File: config.mk
export PLATFORM = sky130hd
export DESIGN_NAME = aot_transfer_bank
export DESIGN_NICKNAME = d
export VERILOG_FILES = /design/src/include/aot_pkg.sv /design/src/logic/aot_limit.sv /design/src/logic/aot_scale.sv /design/src/logic/aot_transfer_bank.sv
export VERILOG_INCLUDE_DIRS = /design/src /design/src/include
export SDC_FILE = /design/constraint.sdc
export NUM_CORES = 1
export LEC_CHECK = 0
export BUFFER_PORTS_ARGS = -buffer_cell sky130_fd_sc_hd__buf_4
export CAP_MARGIN = 0
export CORE_MARGIN = 1
export CORE_UTILIZATION = 51
export CTS_BUF_LIST = sky130_fd_sc_hd__clkbuf_8
export CTS_CLUSTER_DIAMETER = 80
export DETAILED_ROUTE_END_ITERATION = 16
export PLACE_DENSITY = 0.64
export SLEW_MARGIN = 20
export SYNTH_ARGS = -nofsm -noshare
export SYNTH_HDL_FRONTEND = slang
export SYNTH_SLANG_ARGS = --single-unit
File: constraint.sdc
create_clock -name clk -period 24.5 [get_ports clk]
set_input_delay 3.675 -clock clk [delete_from_list [all_inputs] [get_ports clk]]
set_output_delay 3.675 -clock clk [all_outputs]
set_load 0.05 [all_outputs]
File: src/include/aot_cfg.svh
// Constants of the angle-to-output transfer configuration bank.
// Assumes inclusion by bare name from the package and design files.
`ifndef AOT_CFG_SVH
`define AOT_CFG_SVH
`define AOT_ADDR_ZERO       4'h8
`define AOT_ADDR_SW_HIGH    4'h9
`define AOT_ADDR_OPT_LOW    4'ha
`define AOT_ADDR_FLOOR      4'hb
`define AOT_ADDR_CEIL       4'hc
`define AOT_RST_ZERO        16'h0000
`define AOT_RST_SW_HIGH     16'hffc1
`define AOT_RST_OPT_LOW     16'h0400
`define AOT_RST_FLOOR       16'h0100
`define AOT_RST_CEIL        16'h1300
`define AOT_SW_LSB          6
`define AOT_HIGH_MSB        5
`define AOT_DIAG_LSB        14
`define AOT_SLOPE_BIT       13
`define AOT_LOW_MSB         12
`define AOT_LEVEL_MSB       12
`define AOT_DAC_FULL        14'h1400
`define AOT_DAC_MIN         13'h0100
`define AOT_DAC_MAX         13'h1300
`define AOT_SCALE_SHIFT     17
`endif

File: src/include/aot_pkg.sv
// Types shared by the angle-to-output transfer configuration bank.
// Assumes the constants header is on the include path.
`include "aot_cfg.svh"
package aot_pkg;
	typedef logic [12:0] aot_dac_t;
	typedef logic [15:0] aot_word_t;
	typedef logic [18:0] aot_scale_t;
	typedef enum {
		AOT_SEL_NONE,
		AOT_SEL_ZERO,
		AOT_SEL_SW_HIGH,
		AOT_SEL_OPT_LOW,
		AOT_SEL_FLOOR,
		AOT_SEL_CEIL
	} aot_sel_t;
endpackage

File: src/logic/aot_limit.sv
// Places a code step on one clamp level and holds it inside both levels.
// Assumes a purely combinational use inside the transfer bank.
`timescale 1ns/100ps
module aot_limit #(
	parameter int DAC_W  = 13,
	parameter int STEP_W = 18
) (
	// Levels and slope.
	input  wire logic [DAC_W-1:0]  floorLevel,
	input  wire logic [DAC_W-1:0]  ceilLevel,
	input  wire logic              falling,
	// Step and result.
	input  wire logic [STEP_W-1:0] step,
	output logic      [DAC_W-1:0]  code
);
	if (STEP_W <= DAC_W) begin : g_chk
		$error("Step must be wider than the DAC code.");
	end
	logic [STEP_W:0] span;
	logic [STEP_W:0] sum;
	always_comb begin
		span = {{(STEP_W+1-DAC_W){1'b0}}, ceilLevel} - {{(STEP_W+1-DAC_W){1'b0}}, floorLevel};
		sum  = {{(STEP_W+1-DAC_W){1'b0}}, floorLevel} + {1'b0, step};
		if (falling) begin
			if ({1'b0, step} >= span) begin
				code = floorLevel;
			end else begin
				code = ceilLevel - step[DAC_W-1:0];
			end
		end else if (sum > {{(STEP_W+1-DAC_W){1'b0}}, ceilLevel}) begin
			code = ceilLevel;
		end else begin
			code = sum[DAC_W-1:0];
		end
	end
endmodule

File: src/logic/aot_scale.sv
// Scales an angle offset by the range factor into a DAC code step.
// Assumes a purely combinational use inside the transfer bank.
`timescale 1ns/100ps
`include "aot_cfg.svh"
module aot_scale #(
	parameter int ANGLE_W = 16,
	parameter int SCALE_W = 19,
	parameter int STEP_W  = 18
) (
	// Operands.
	input  wire logic [ANGLE_W-1:0] angleRel,
	input  wire logic [SCALE_W-1:0] scale,
	// Result.
	output logic      [STEP_W-1:0]  step
);
	if (ANGLE_W + SCALE_W - `AOT_SCALE_SHIFT != STEP_W) begin : g_chk
		$error("Step width does not match the scaled product.");
	end
	logic [ANGLE_W+SCALE_W-1:0] product;
	always_comb begin
		product = angleRel * scale;
		step    = product[ANGLE_W+SCALE_W-1:`AOT_SCALE_SHIFT];
	end
endmodule

File: src/logic/aot_transfer_bank.sv
// Configuration bank and transfer path from measured angle to DAC code.
// Assumes one clock, synchronous inputs and a master on the plain register port.
//
// Function
// - Floor level is a 13-bit unsigned DAC code in bits 12 to 0.
// - Floor bits 15 to 13 are undefined, ignored on write and read as zero.
// - Ceiling bits 15 to 13 are undefined, ignored on write and read as zero.
// - Clamp codes scale with supply: 5120 is full, 512 a tenth, 256 a twentieth.
// - Range factor high part sits in bits 5 to 0 at address 9h.
// - Range factor low part sits in bits 12 to 0 at address Ah.
// - Floor switch angle sits in bits 15 to 6 at 9h as a fraction.
// - Beyond the switch angle with rising slope the output takes the floor level.
// - Zero position is a 16-bit unsigned fraction of 180 degrees.
// - Bit 13 at Ah selects rising or falling output slope.
//
// Design decision made here: strobed register access.
`timescale 1ns/100ps
`include "aot_cfg.svh"
module aot_transfer_bank #(
	parameter int DAC_W   = 13,
	parameter int ANGLE_W = 16
) (
	// Clock and reset.
	input  wire logic                 clk,
	input  wire logic                 rst,
	// Register port.
	input  wire logic [3:0]           regAddr,
	input  wire logic [15:0]          regWrData,
	input  wire logic                 regWr,
	input  wire logic                 regRd,
	output logic      [15:0]          regRdData,
	// Measured angle.
	input  wire logic [ANGLE_W-1:0]   angle,
	input  wire logic                 angleValid,
	// Output code.
	output logic      [DAC_W-1:0]     dacCode,
	output logic                      dacValid,
	output logic      [1:0]           diagLevel
);
	localparam int SCALE_W = 19;
	localparam int SW_W    = 10;
	localparam int STEP_W  = ANGLE_W + SCALE_W - `AOT_SCALE_SHIFT;

	if (DAC_W != `AOT_LEVEL_MSB + 1 || ANGLE_W != 16) begin : g_chk
		$error("The bank serves a 13-bit DAC code and a 16-bit angle only.");
	end

	// Stored configuration.
	logic [15:0]      zero_q;
	logic [15:0]      zero_d;
	logic [SW_W-1:0]  switchAngle_q;
	logic [SW_W-1:0]  switchAngle_d;
	logic [5:0]       rangeScaleHigh_q;
	logic [5:0]       rangeScaleHigh_d;
	logic [15:0]      optLow_q;
	logic [15:0]      optLow_d;
	logic [DAC_W-1:0] floorLevel_q;
	logic [DAC_W-1:0] floorLevel_d;
	logic [DAC_W-1:0] ceilLevel_q;
	logic [DAC_W-1:0] ceilLevel_d;
	logic [15:0]      rdData_q;
	logic [15:0]      rdData_d;
	aot_pkg::aot_sel_t sel;

	// Transfer path state.
	logic [DAC_W-1:0]   dac_q;
	logic [DAC_W-1:0]   dac_d;
	logic               valid_q;
	logic               valid_d;
	logic [ANGLE_W-1:0] angleRel;
	logic [SCALE_W-1:0] rangeScale;
	logic [STEP_W-1:0]  step;
	logic [DAC_W-1:0]   limited;
	logic               falling;
	logic               beyond;

	// Address decode.
	always_comb begin
		case (regAddr)
			`AOT_ADDR_ZERO: begin
				sel = aot_pkg::AOT_SEL_ZERO;
			end
			`AOT_ADDR_SW_HIGH: begin
				sel = aot_pkg::AOT_SEL_SW_HIGH;
			end
			`AOT_ADDR_OPT_LOW: begin
				sel = aot_pkg::AOT_SEL_OPT_LOW;
			end
			`AOT_ADDR_FLOOR: begin
				sel = aot_pkg::AOT_SEL_FLOOR;
			end
			`AOT_ADDR_CEIL: begin
				sel = aot_pkg::AOT_SEL_CEIL;
			end
			default: begin
				sel = aot_pkg::AOT_SEL_NONE;
			end
		endcase
	end

	// Register writes and read data.
	always_comb begin
		zero_d           = zero_q;
		switchAngle_d    = switchAngle_q;
		rangeScaleHigh_d = rangeScaleHigh_q;
		optLow_d         = optLow_q;
		floorLevel_d     = floorLevel_q;
		ceilLevel_d      = ceilLevel_q;
		rdData_d         = 16'h0000;
		if (regWr) begin
			case (sel)
				aot_pkg::AOT_SEL_ZERO: begin
					zero_d = regWrData;
				end
				aot_pkg::AOT_SEL_SW_HIGH: begin
					switchAngle_d    = regWrData[15:`AOT_SW_LSB];
					rangeScaleHigh_d = regWrData[`AOT_HIGH_MSB:0];
				end
				aot_pkg::AOT_SEL_OPT_LOW: begin
					optLow_d = regWrData;
				end
				aot_pkg::AOT_SEL_FLOOR: begin
					floorLevel_d = regWrData[`AOT_LEVEL_MSB:0];
				end
				aot_pkg::AOT_SEL_CEIL: begin
					ceilLevel_d = regWrData[`AOT_LEVEL_MSB:0];
				end
				default: begin
				end
			endcase
		end
		if (regRd) begin
			case (sel)
				aot_pkg::AOT_SEL_ZERO: begin
					rdData_d = zero_q;
				end
				aot_pkg::AOT_SEL_SW_HIGH: begin
					rdData_d = {switchAngle_q, rangeScaleHigh_q};
				end
				aot_pkg::AOT_SEL_OPT_LOW: begin
					rdData_d = optLow_q;
				end
				aot_pkg::AOT_SEL_FLOOR: begin
					rdData_d = {3'h0, floorLevel_q};
				end
				aot_pkg::AOT_SEL_CEIL: begin
					rdData_d = {3'h0, ceilLevel_q};
				end
				default: begin
					rdData_d = 16'h0000;
				end
			endcase
		end
	end

	always_ff @(posedge clk) begin
		if (rst) begin
			zero_q           <= `AOT_RST_ZERO;
			switchAngle_q    <= SW_W'(`AOT_RST_SW_HIGH >> `AOT_SW_LSB);
			rangeScaleHigh_q <= 6'(`AOT_RST_SW_HIGH);
			optLow_q         <= `AOT_RST_OPT_LOW;
			floorLevel_q     <= DAC_W'(`AOT_RST_FLOOR);
			ceilLevel_q      <= DAC_W'(`AOT_RST_CEIL);
			rdData_q         <= 16'h0000;
		end else begin
			zero_q           <= zero_d;
			switchAngle_q    <= switchAngle_d;
			rangeScaleHigh_q <= rangeScaleHigh_d;
			optLow_q         <= optLow_d;
			floorLevel_q     <= floorLevel_d;
			ceilLevel_q      <= ceilLevel_d;
			rdData_q         <= rdData_d;
		end
	end

	// Transfer from angle to code.
	always_comb begin
		angleRel   = angle - zero_q;
		rangeScale = {rangeScaleHigh_q, optLow_q[`AOT_LOW_MSB:0]};
		falling    = optLow_q[`AOT_SLOPE_BIT];
		beyond     = angleRel[ANGLE_W-1:ANGLE_W-SW_W] > switchAngle_q;
	end

	aot_scale #(
		.ANGLE_W (ANGLE_W),
		.SCALE_W (SCALE_W),
		.STEP_W  (STEP_W)
	) u_scale (
		.angleRel (angleRel),
		.scale    (rangeScale),
		.step     (step)
	);

	aot_limit #(
		.DAC_W  (DAC_W),
		.STEP_W (STEP_W)
	) u_limit (
		.floorLevel (floorLevel_q),
		.ceilLevel  (ceilLevel_q),
		.falling    (falling),
		.step       (step),
		.code       (limited)
	);

	always_comb begin
		dac_d   = dac_q;
		valid_d = angleValid;
		if (angleValid) begin
			if (beyond) begin
				dac_d = falling ? ceilLevel_q : floorLevel_q;
			end else begin
				dac_d = limited;
			end
		end
	end

	always_ff @(posedge clk) begin
		if (rst) begin
			dac_q   <= DAC_W'(`AOT_RST_FLOOR);
			valid_q <= 1'b0;
		end else begin
			dac_q   <= dac_d;
			valid_q <= valid_d;
		end
	end

	// Outputs; the code runs on a supply-ratio scale with full supply at 5120.
	assign regRdData = rdData_q;
	assign dacCode   = dac_q;
	assign dacValid  = valid_q;
	assign diagLevel = optLow_q[15:`AOT_DIAG_LSB];

	logic [SW_W-1:0] relTop;
	logic            inOrder;
	assign relTop  = angleRel[ANGLE_W-1:ANGLE_W-SW_W];
	assign inOrder = floorLevel_q <= ceilLevel_q;

	a_floor_read_top: assert property (@(posedge clk) disable iff (rst)
		regRd && regAddr == `AOT_ADDR_FLOOR |=> regRdData[15:13] == 3'h0)
		else $error("Floor level read shows upper bits set.");

	a_ceil_read_top: assert property (@(posedge clk) disable iff (rst)
		regRd && regAddr == `AOT_ADDR_CEIL |=> regRdData == {3'h0, ceilLevel_q})
		else $error("Ceiling level read is wrong.");

	a_floor_write_keep: assert property (@(posedge clk) disable iff (rst)
		regWr && regAddr == `AOT_ADDR_FLOOR |=> floorLevel_q == $past(regWrData[12:0]))
		else $error("Floor level write not stored.");

	a_high_split_fields: assert property (@(posedge clk) disable iff (rst)
		regWr && regAddr == `AOT_ADDR_SW_HIGH ##1 regRd && regAddr == `AOT_ADDR_SW_HIGH
		|=> regRdData == $past(regWrData, 2))
		else $error("Switch angle and high range part do not read back.");

	a_low_part_scale: assert property (@(posedge clk) disable iff (rst)
		regWr && regAddr == `AOT_ADDR_OPT_LOW |=> rangeScale[12:0] == $past(regWrData[12:0]))
		else $error("Low range part not used by the scale.");

	a_switch_to_floor: assert property (@(posedge clk) disable iff (rst)
		angleValid && relTop > switchAngle_q && !falling |=> dacCode == $past(floorLevel_q))
		else $error("Output not at floor level beyond switch angle.");

	a_zero_gives_floor: assert property (@(posedge clk) disable iff (rst)
		angleValid && angle == zero_q && !falling && inOrder
		|=> dacCode == $past(floorLevel_q) && dacValid)
		else $error("Zero position does not give the floor level.");

	a_falling_at_ceil: assert property (@(posedge clk) disable iff (rst)
		angleValid && angle == zero_q && falling && inOrder |=> dacCode == $past(ceilLevel_q))
		else $error("Falling slope does not start at the ceiling level.");

	a_output_in_range: assert property (@(posedge clk) disable iff (rst)
		angleValid && inOrder
		|=> dacCode >= $past(floorLevel_q) && dacCode <= $past(ceilLevel_q))
		else $error("Output code left the clamp range.");

	a_unmapped_zero: assert property (@(posedge clk) disable iff (rst)
		regRd && (regAddr < `AOT_ADDR_ZERO || regAddr > `AOT_ADDR_CEIL) |=> regRdData == 16'h0000)
		else $error("Unmapped read not zero.");

	a_valid_follows: assert property (@(posedge clk) disable iff (rst)
		1'b1 |=> dacValid == $past(angleValid))
		else $error("Output valid does not follow the angle strobe.");

	a_code_holds: assert property (@(posedge clk) disable iff (rst)
		!angleValid |=> $stable(dacCode))
		else $error("Output code moved without an angle sample.");

	a_ceil_write_keep: assert property (@(posedge clk) disable iff (rst)
		regWr && regAddr == `AOT_ADDR_CEIL |=> ceilLevel_q == $past(regWrData[12:0]))
		else $error("Ceiling level write not stored.");

	a_switch_write_keep: assert property (@(posedge clk) disable iff (rst)
		regWr && regAddr == `AOT_ADDR_SW_HIGH
		|=> switchAngle_q == $past(regWrData[15:`AOT_SW_LSB]))
		else $error("Switch angle write not stored.");

	a_falling_beyond_ceil: assert property (@(posedge clk) disable iff (rst)
		angleValid && relTop > switchAngle_q && falling |=> dacCode == $past(ceilLevel_q))
		else $error("Output not at ceiling level beyond switch angle.");
endmodule
# == After elaboration in Yosys (flattened, before gate mapping) ==
# Index checks and enable logic that the tools add are counted.
# word_totals
output_inout_bits,32
in_bits,41
word_cells,41
regBits,104
# classes
reduce_logical,6
mux,7
magnitude_cmp,3
n_addsub,4
n_mul,1
n_eq_ne,10
bitwise,1
# ops
op,n
$pmux 16 s5,1
$mux 13,5
$eq 32x2->1 const B,2
$eq 32x3->1 const B,2
$mul 16x19->35,1
$eq 32x1->1 const B,1
$eq 4x4->1 const B,5
$add 13x18->19,1
$ge 18x19->1,1
$gt 19x13->1,1
$sub 16x16->16,1
$pmux 3 s5,1
$sub 13x13->14,1
$sub 13x13->13,1
$gt 10x10->1,1
$reduce_and 2->1,5
$reduce_or 2->1,1
$not 1->1,1

# == Depth between registers and ports, before layout ==
# logic_depth
ltp_word,7
depth_mapped,53
depth_no_buf,51

# == Modules after synthesis ==
# A second synthesis with hierarchy kept.
# unflattened
hier_cells,2135
area_unflattened_um2,17790.8
# modules_own_cells
mod,area_per_inst_um2,cells_per_inst,n_inst
aot_scale,9793.1,1141,1
aot_transfer_bank,5011.1,611,1
aot_limit,2986.6,383,1

# == Worst setup path before layout ==
# No wires, ideal clock.
# synth_path
path_kind,input -> register
start,in angle[0]
end,reg dac_q[8] (netlist: dacCode[8])
t_arrival_ns,15.183
path_buffers,2
setup_time_ns,0.145
t_required_ns,24.355
setup_slack_ns,9.172
path_stages,52
cell_sequence,inv_1 -> ha_1 -> inv_1 -> fa_1 -> a21o_1 -> a21oi_1 -> o21ai_0 -> a21oi_1 -> nor2b_1 -> o21a_1 -> o31a_1 -> o41ai_1 -> or4b_2 -> o211ai_1 -> clkbuf_1 -> nand2_1 -> fa_1 -> fa_1 -> [16 not listed] -> nor2b_1 -> o21ai_0 -> a21o_1 -> a21oi_1 -> a21o_1 -> a21oi_1 -> xnor2_1 -> ha_1 -> o21ai_0 -> nor2_1 -> o311ai_0 -> a21oi_1 -> a2111o_1 -> a211oi_4 -> buf_2 -> mux2_2 -> o21ai_0 -> o311ai_0
# synth_via
elab_chain_len,7
# synth_rtl
item,line_no,rtl
"start, declared",aot_transfer_bank.sv:33,"input wire logic [ANGLE_W-1:0] angle,"
$sub 16x16->16 (*),aot_transfer_bank.sv:178,angleRel = angle - zero_q;
$mul 16x19->35,aot_scale.sv:21,product = angleRel * scale;
$add 13x18->19,aot_limit.sv:23,"sum = {{(STEP_W+1-DAC_W){1'b0}}, floorLevel} + {1'b0, step};"
$gt 19x13->1,aot_limit.sv:30,"end else if (sum > {{(STEP_W+1-DAC_W){1'b0}}, ceilLevel}) begin"
$mux 13,aot_limit.sv:30,
$mux 13,aot_limit.sv:24,if (falling) begin
$mux 13 (*),aot_transfer_bank.sv:209,if (beyond) begin
"end signal, assigned",aot_transfer_bank.sv:219,dac_q <= DAC_W'(`AOT_RST_FLOOR);
"end, declared",aot_transfer_bank.sv:66,logic [DAC_W-1:0] dac_q;
# Mark *: on every way between the ends. The rest lies on a longest branch, timed or not.
# A chain may end at the register's enable or synchronous reset.

# == Worst setup path in the final report ==
# layout_path
start,in angle[0]
end,reg dac_q[9] (netlist: dacCode[9])
# The elaborated chain is that of the path after synthesis.

==> results.md <==
* Chip width at 187 um
* Top Ports at 73
* Max stage delay cell, worst path: a211oi_4
* Startpoint Class: primary input
* CTS root buffer: clkbuf_8
* H-tree depth at 3
* Max-Cap Viols at 0
* Core box area at 0.0336 mm^2
* Post-synthesis cell area at 0.0175 mm^2
* Post-synth EDFFs at 0
* Status: finished clean
* Worst Hold Class: flop to flop
* Mean routed wirelength per cell at 19.6 um
* Post-DRT Antenna Nets at 0
* Min Tclk post-route at 16.80 ns
* Die area at 0.0351 mm^2
* Setup violators final at 0
* CTS Hold Bufs at 0
* Fmax at 59.5 MHz
* Leading area contributor after synthesis: fa_1
* Total GRT Usage at 30.2%
* FF+latch count, synth at 104
* Clock buffer depth at 2
* Share of layout cells above drive strength 1 at 7.04%
* Worst Path Max Fanout at 20
* Worst-Margin Slew at 1.09 ns
* Async set-reset flop share out of synthesis at 0%
* Hold Vio Cnt, Final at 0
* Setup crit end kind: flop
* Die height at 187 um
* Post-Syn Instances at 2,126
* Netlist cell types at 74
* Required time of the critical path at 24.81 ns
* Placement Rows at 67
* Share of the synthesized area in the top cell type at 27.3%
* Slew Limit Fails at 0
* Delay-heaviest family, CP: compound AO/OA/AOI/OAI gates
* Most common cell after layout, fill and taps aside: inv_1
* Number of DRC markers in iteration 0 at 1,047
* GRT overflow at 0
* Port Buffers at 72
* Sequential cell area fraction in the yosys report at 11.9%
* Most frequent cells in the layout: inv_1, nand2_1, fa_1
* RSZ-0062 raised after global routing: false
* Clock sinks at 104
* Power per cell area at 67.2 mW/mm^2
* Post-CTS setup repair buffer count at 0
* Leak at 9.06 nW
* Ys Warns at 0
* Peak supply drop at 87.3 uV
* Worst skew pair latency at 0.39 ns
* Initial antenna violation count at 0
* Final core occ at 55.7%
* Area Overhead vs Synth at 7.04%
* Cts repair resizes at 0
* Nets at 2,622
* Vias in the first global route at 15,300
* Final clock skew at 0.0133 ns
* Syn_area_per_cell at 8.23 um^2
* WP depth at 52
* Final period util at 68.6%
* Max_slew headroom at 27.4%
* Critical path's most frequent cell: fa_1
* CP peak stage delay at 0.75 ns
* Net Count, Synth at 2,609
* CTS Buf Count at 9
* Vias at 14,800
* Final setup TNS at 0 ns
* TritonRoute pass-1 iters at 7
* Worst reg-to-reg path cell count at 50
* Synth top area cells: fa_1, ha_1, dfxtp_1
* CTS tree: built
* WP data arrival at 17.11 ns
* Largest net degree at the start of global routing at 90
* Critical path class: primary input to flop
* First-pass GRT wire length at 83.6 mm
* Worst hold path cell count at 2
* Antenna cells at 0
* Detailed Route WL at 50.9 mm
* Vias per inst at 5.71
* Starting density of the core at 52.1%
* Gp weighted congestion at 0.881
* Dpl hpwl at 39.7 mm
* CP Buf/Inv Count at 8
* Clock transition at path regs at 0.12 ns
* Leading register cell type out of synthesis: dfxtp_1
* Detailed-route DRC error count at 0
-- cell usage after synthesis (3+ instances only) --
master    count
o311ai_0      3
xnor2_1      35
a21oi_1     141
fa_1        239
a21boi_0      4
nand4b_1      4
a211oi_1     15
nor2_1       75
and2_1      115
o21a_1       17
nand3b_1      7
nand4_1      12
o21bai_1      9
a21o_1       16
buf_1         4
or3_1         3
inv_1       371
nor3_1       24
o31ai_1       3
mux2_2        8
nand2_1     336
a222oi_1     16
o211ai_1     11
dfxtp_1     104
clkbuf_1     94
and3_1       13
nor2b_1      18
o41ai_1       3
a211o_1       5
nand3_1      20
a311o_1       9
a22oi_1      20
a31oi_1       3
ha_1        203
nand2b_1     16
xor2_1       26
o21ai_0      49
mux2i_1      26
clkinv_1      3
-- sequential cells by signal, indices dropped and copies added (netlist names) --
| register | cells |
|---|---|
| dacValid | 1 |
| rangeScaleHigh_q | 6 |
| floorLevel_q | 13 |
| regRdData | 16 |
| optLow_q | 16 |
| zero_q | 16 |
| switchAngle_q | 10 |
| ceilLevel_q | 13 |
| dacCode | 13 |
-- metal layers --
layer,up-vias,global-route usage (%),part of all wire [%]
li1,6851,-,-
met1,7286,41.4,42
met2,575,50.9,48
met3,95,3.19,7.6
met4,0,7.85,2.8
met5,-,0,0
-- worst paths after layout --
path | start | slack (ns) | end
hold / removal | zero_q[13] | 0.50 | zero_q[13]
setup / recovery | angle[0] | 7.70 | dacCode[9]
hold reg to reg | zero_q[13] | 0.50 | zero_q[13]
setup reg to reg | zero_q[0] | 10.69 | dacCode[9]
-- final cells by class --
class	count	area, um^2
Sequential cell	104	2080
Inverter	374	1400
Tap cell	448	561
Clock inverter	6	57.6
Multi-Input combinational cell	1546	13700
Clock buffer	10	138
Timing Repair Buffer	104	781
Fill cell	3126	14900
-- per-stage QoR --
| step | total power, mW | setup slack, ns | hold WS, ns | area (um^2) | instances |
|---|---|---|---|---|---|
| after floorplan | 0.897 | 9.17 | 0.449 | 17500 | 2126 |
| after global placement | 1.13 | 7.66 | 0.477 | 18500 | 2576 |
| final | 1.26 | 7.70 | 0.501 | 18700 | 2592 |
| after global routing | 1.38 | 6.83 | 0.522 | 18700 | 2592 |
| after CTS | 1.26 | 7.79 | 0.500 | 18700 | 2592 |
| after detailed placement | 1.14 | 7.44 | 0.481 | 18500 | 2576 |
-- cells by family (layout without fill, tap and decap cells) --
logic type | after synthesis | in the layout | share of synthesized area (%)
simple gates | 655 | 655 | 17.5
buf+inv | 476 | 494 | 10.3
fa+ha+maj | 442 | 442 | 41.9
compound gates | 352 | 352 | 13.2
flops | 104 | 104 | 11.9
xor+xnor | 61 | 61 | 3.05
mux | 36 | 36 | 2.26
-- worst register-to-register path, delay by kind of cell (launching register included) --
kind	cells	cell delay, ns
simple gates	8	1.66
compound gates	21	5.19
xor+xnor	2	0.53
flops	1	0.43
buf+inv	6	0.68
fa+ha+maj	11	4.60
mux	2	0.66
-- report_power, final --
part           total (mW)  switching (mW)  internal, mW
Sequential          0.190          0.0102         0.180
Combinational       0.956           0.559         0.397
Clock               0.112          0.0699        0.0422
Total                1.26           0.639         0.620
(Power assumes the default switching activity.)
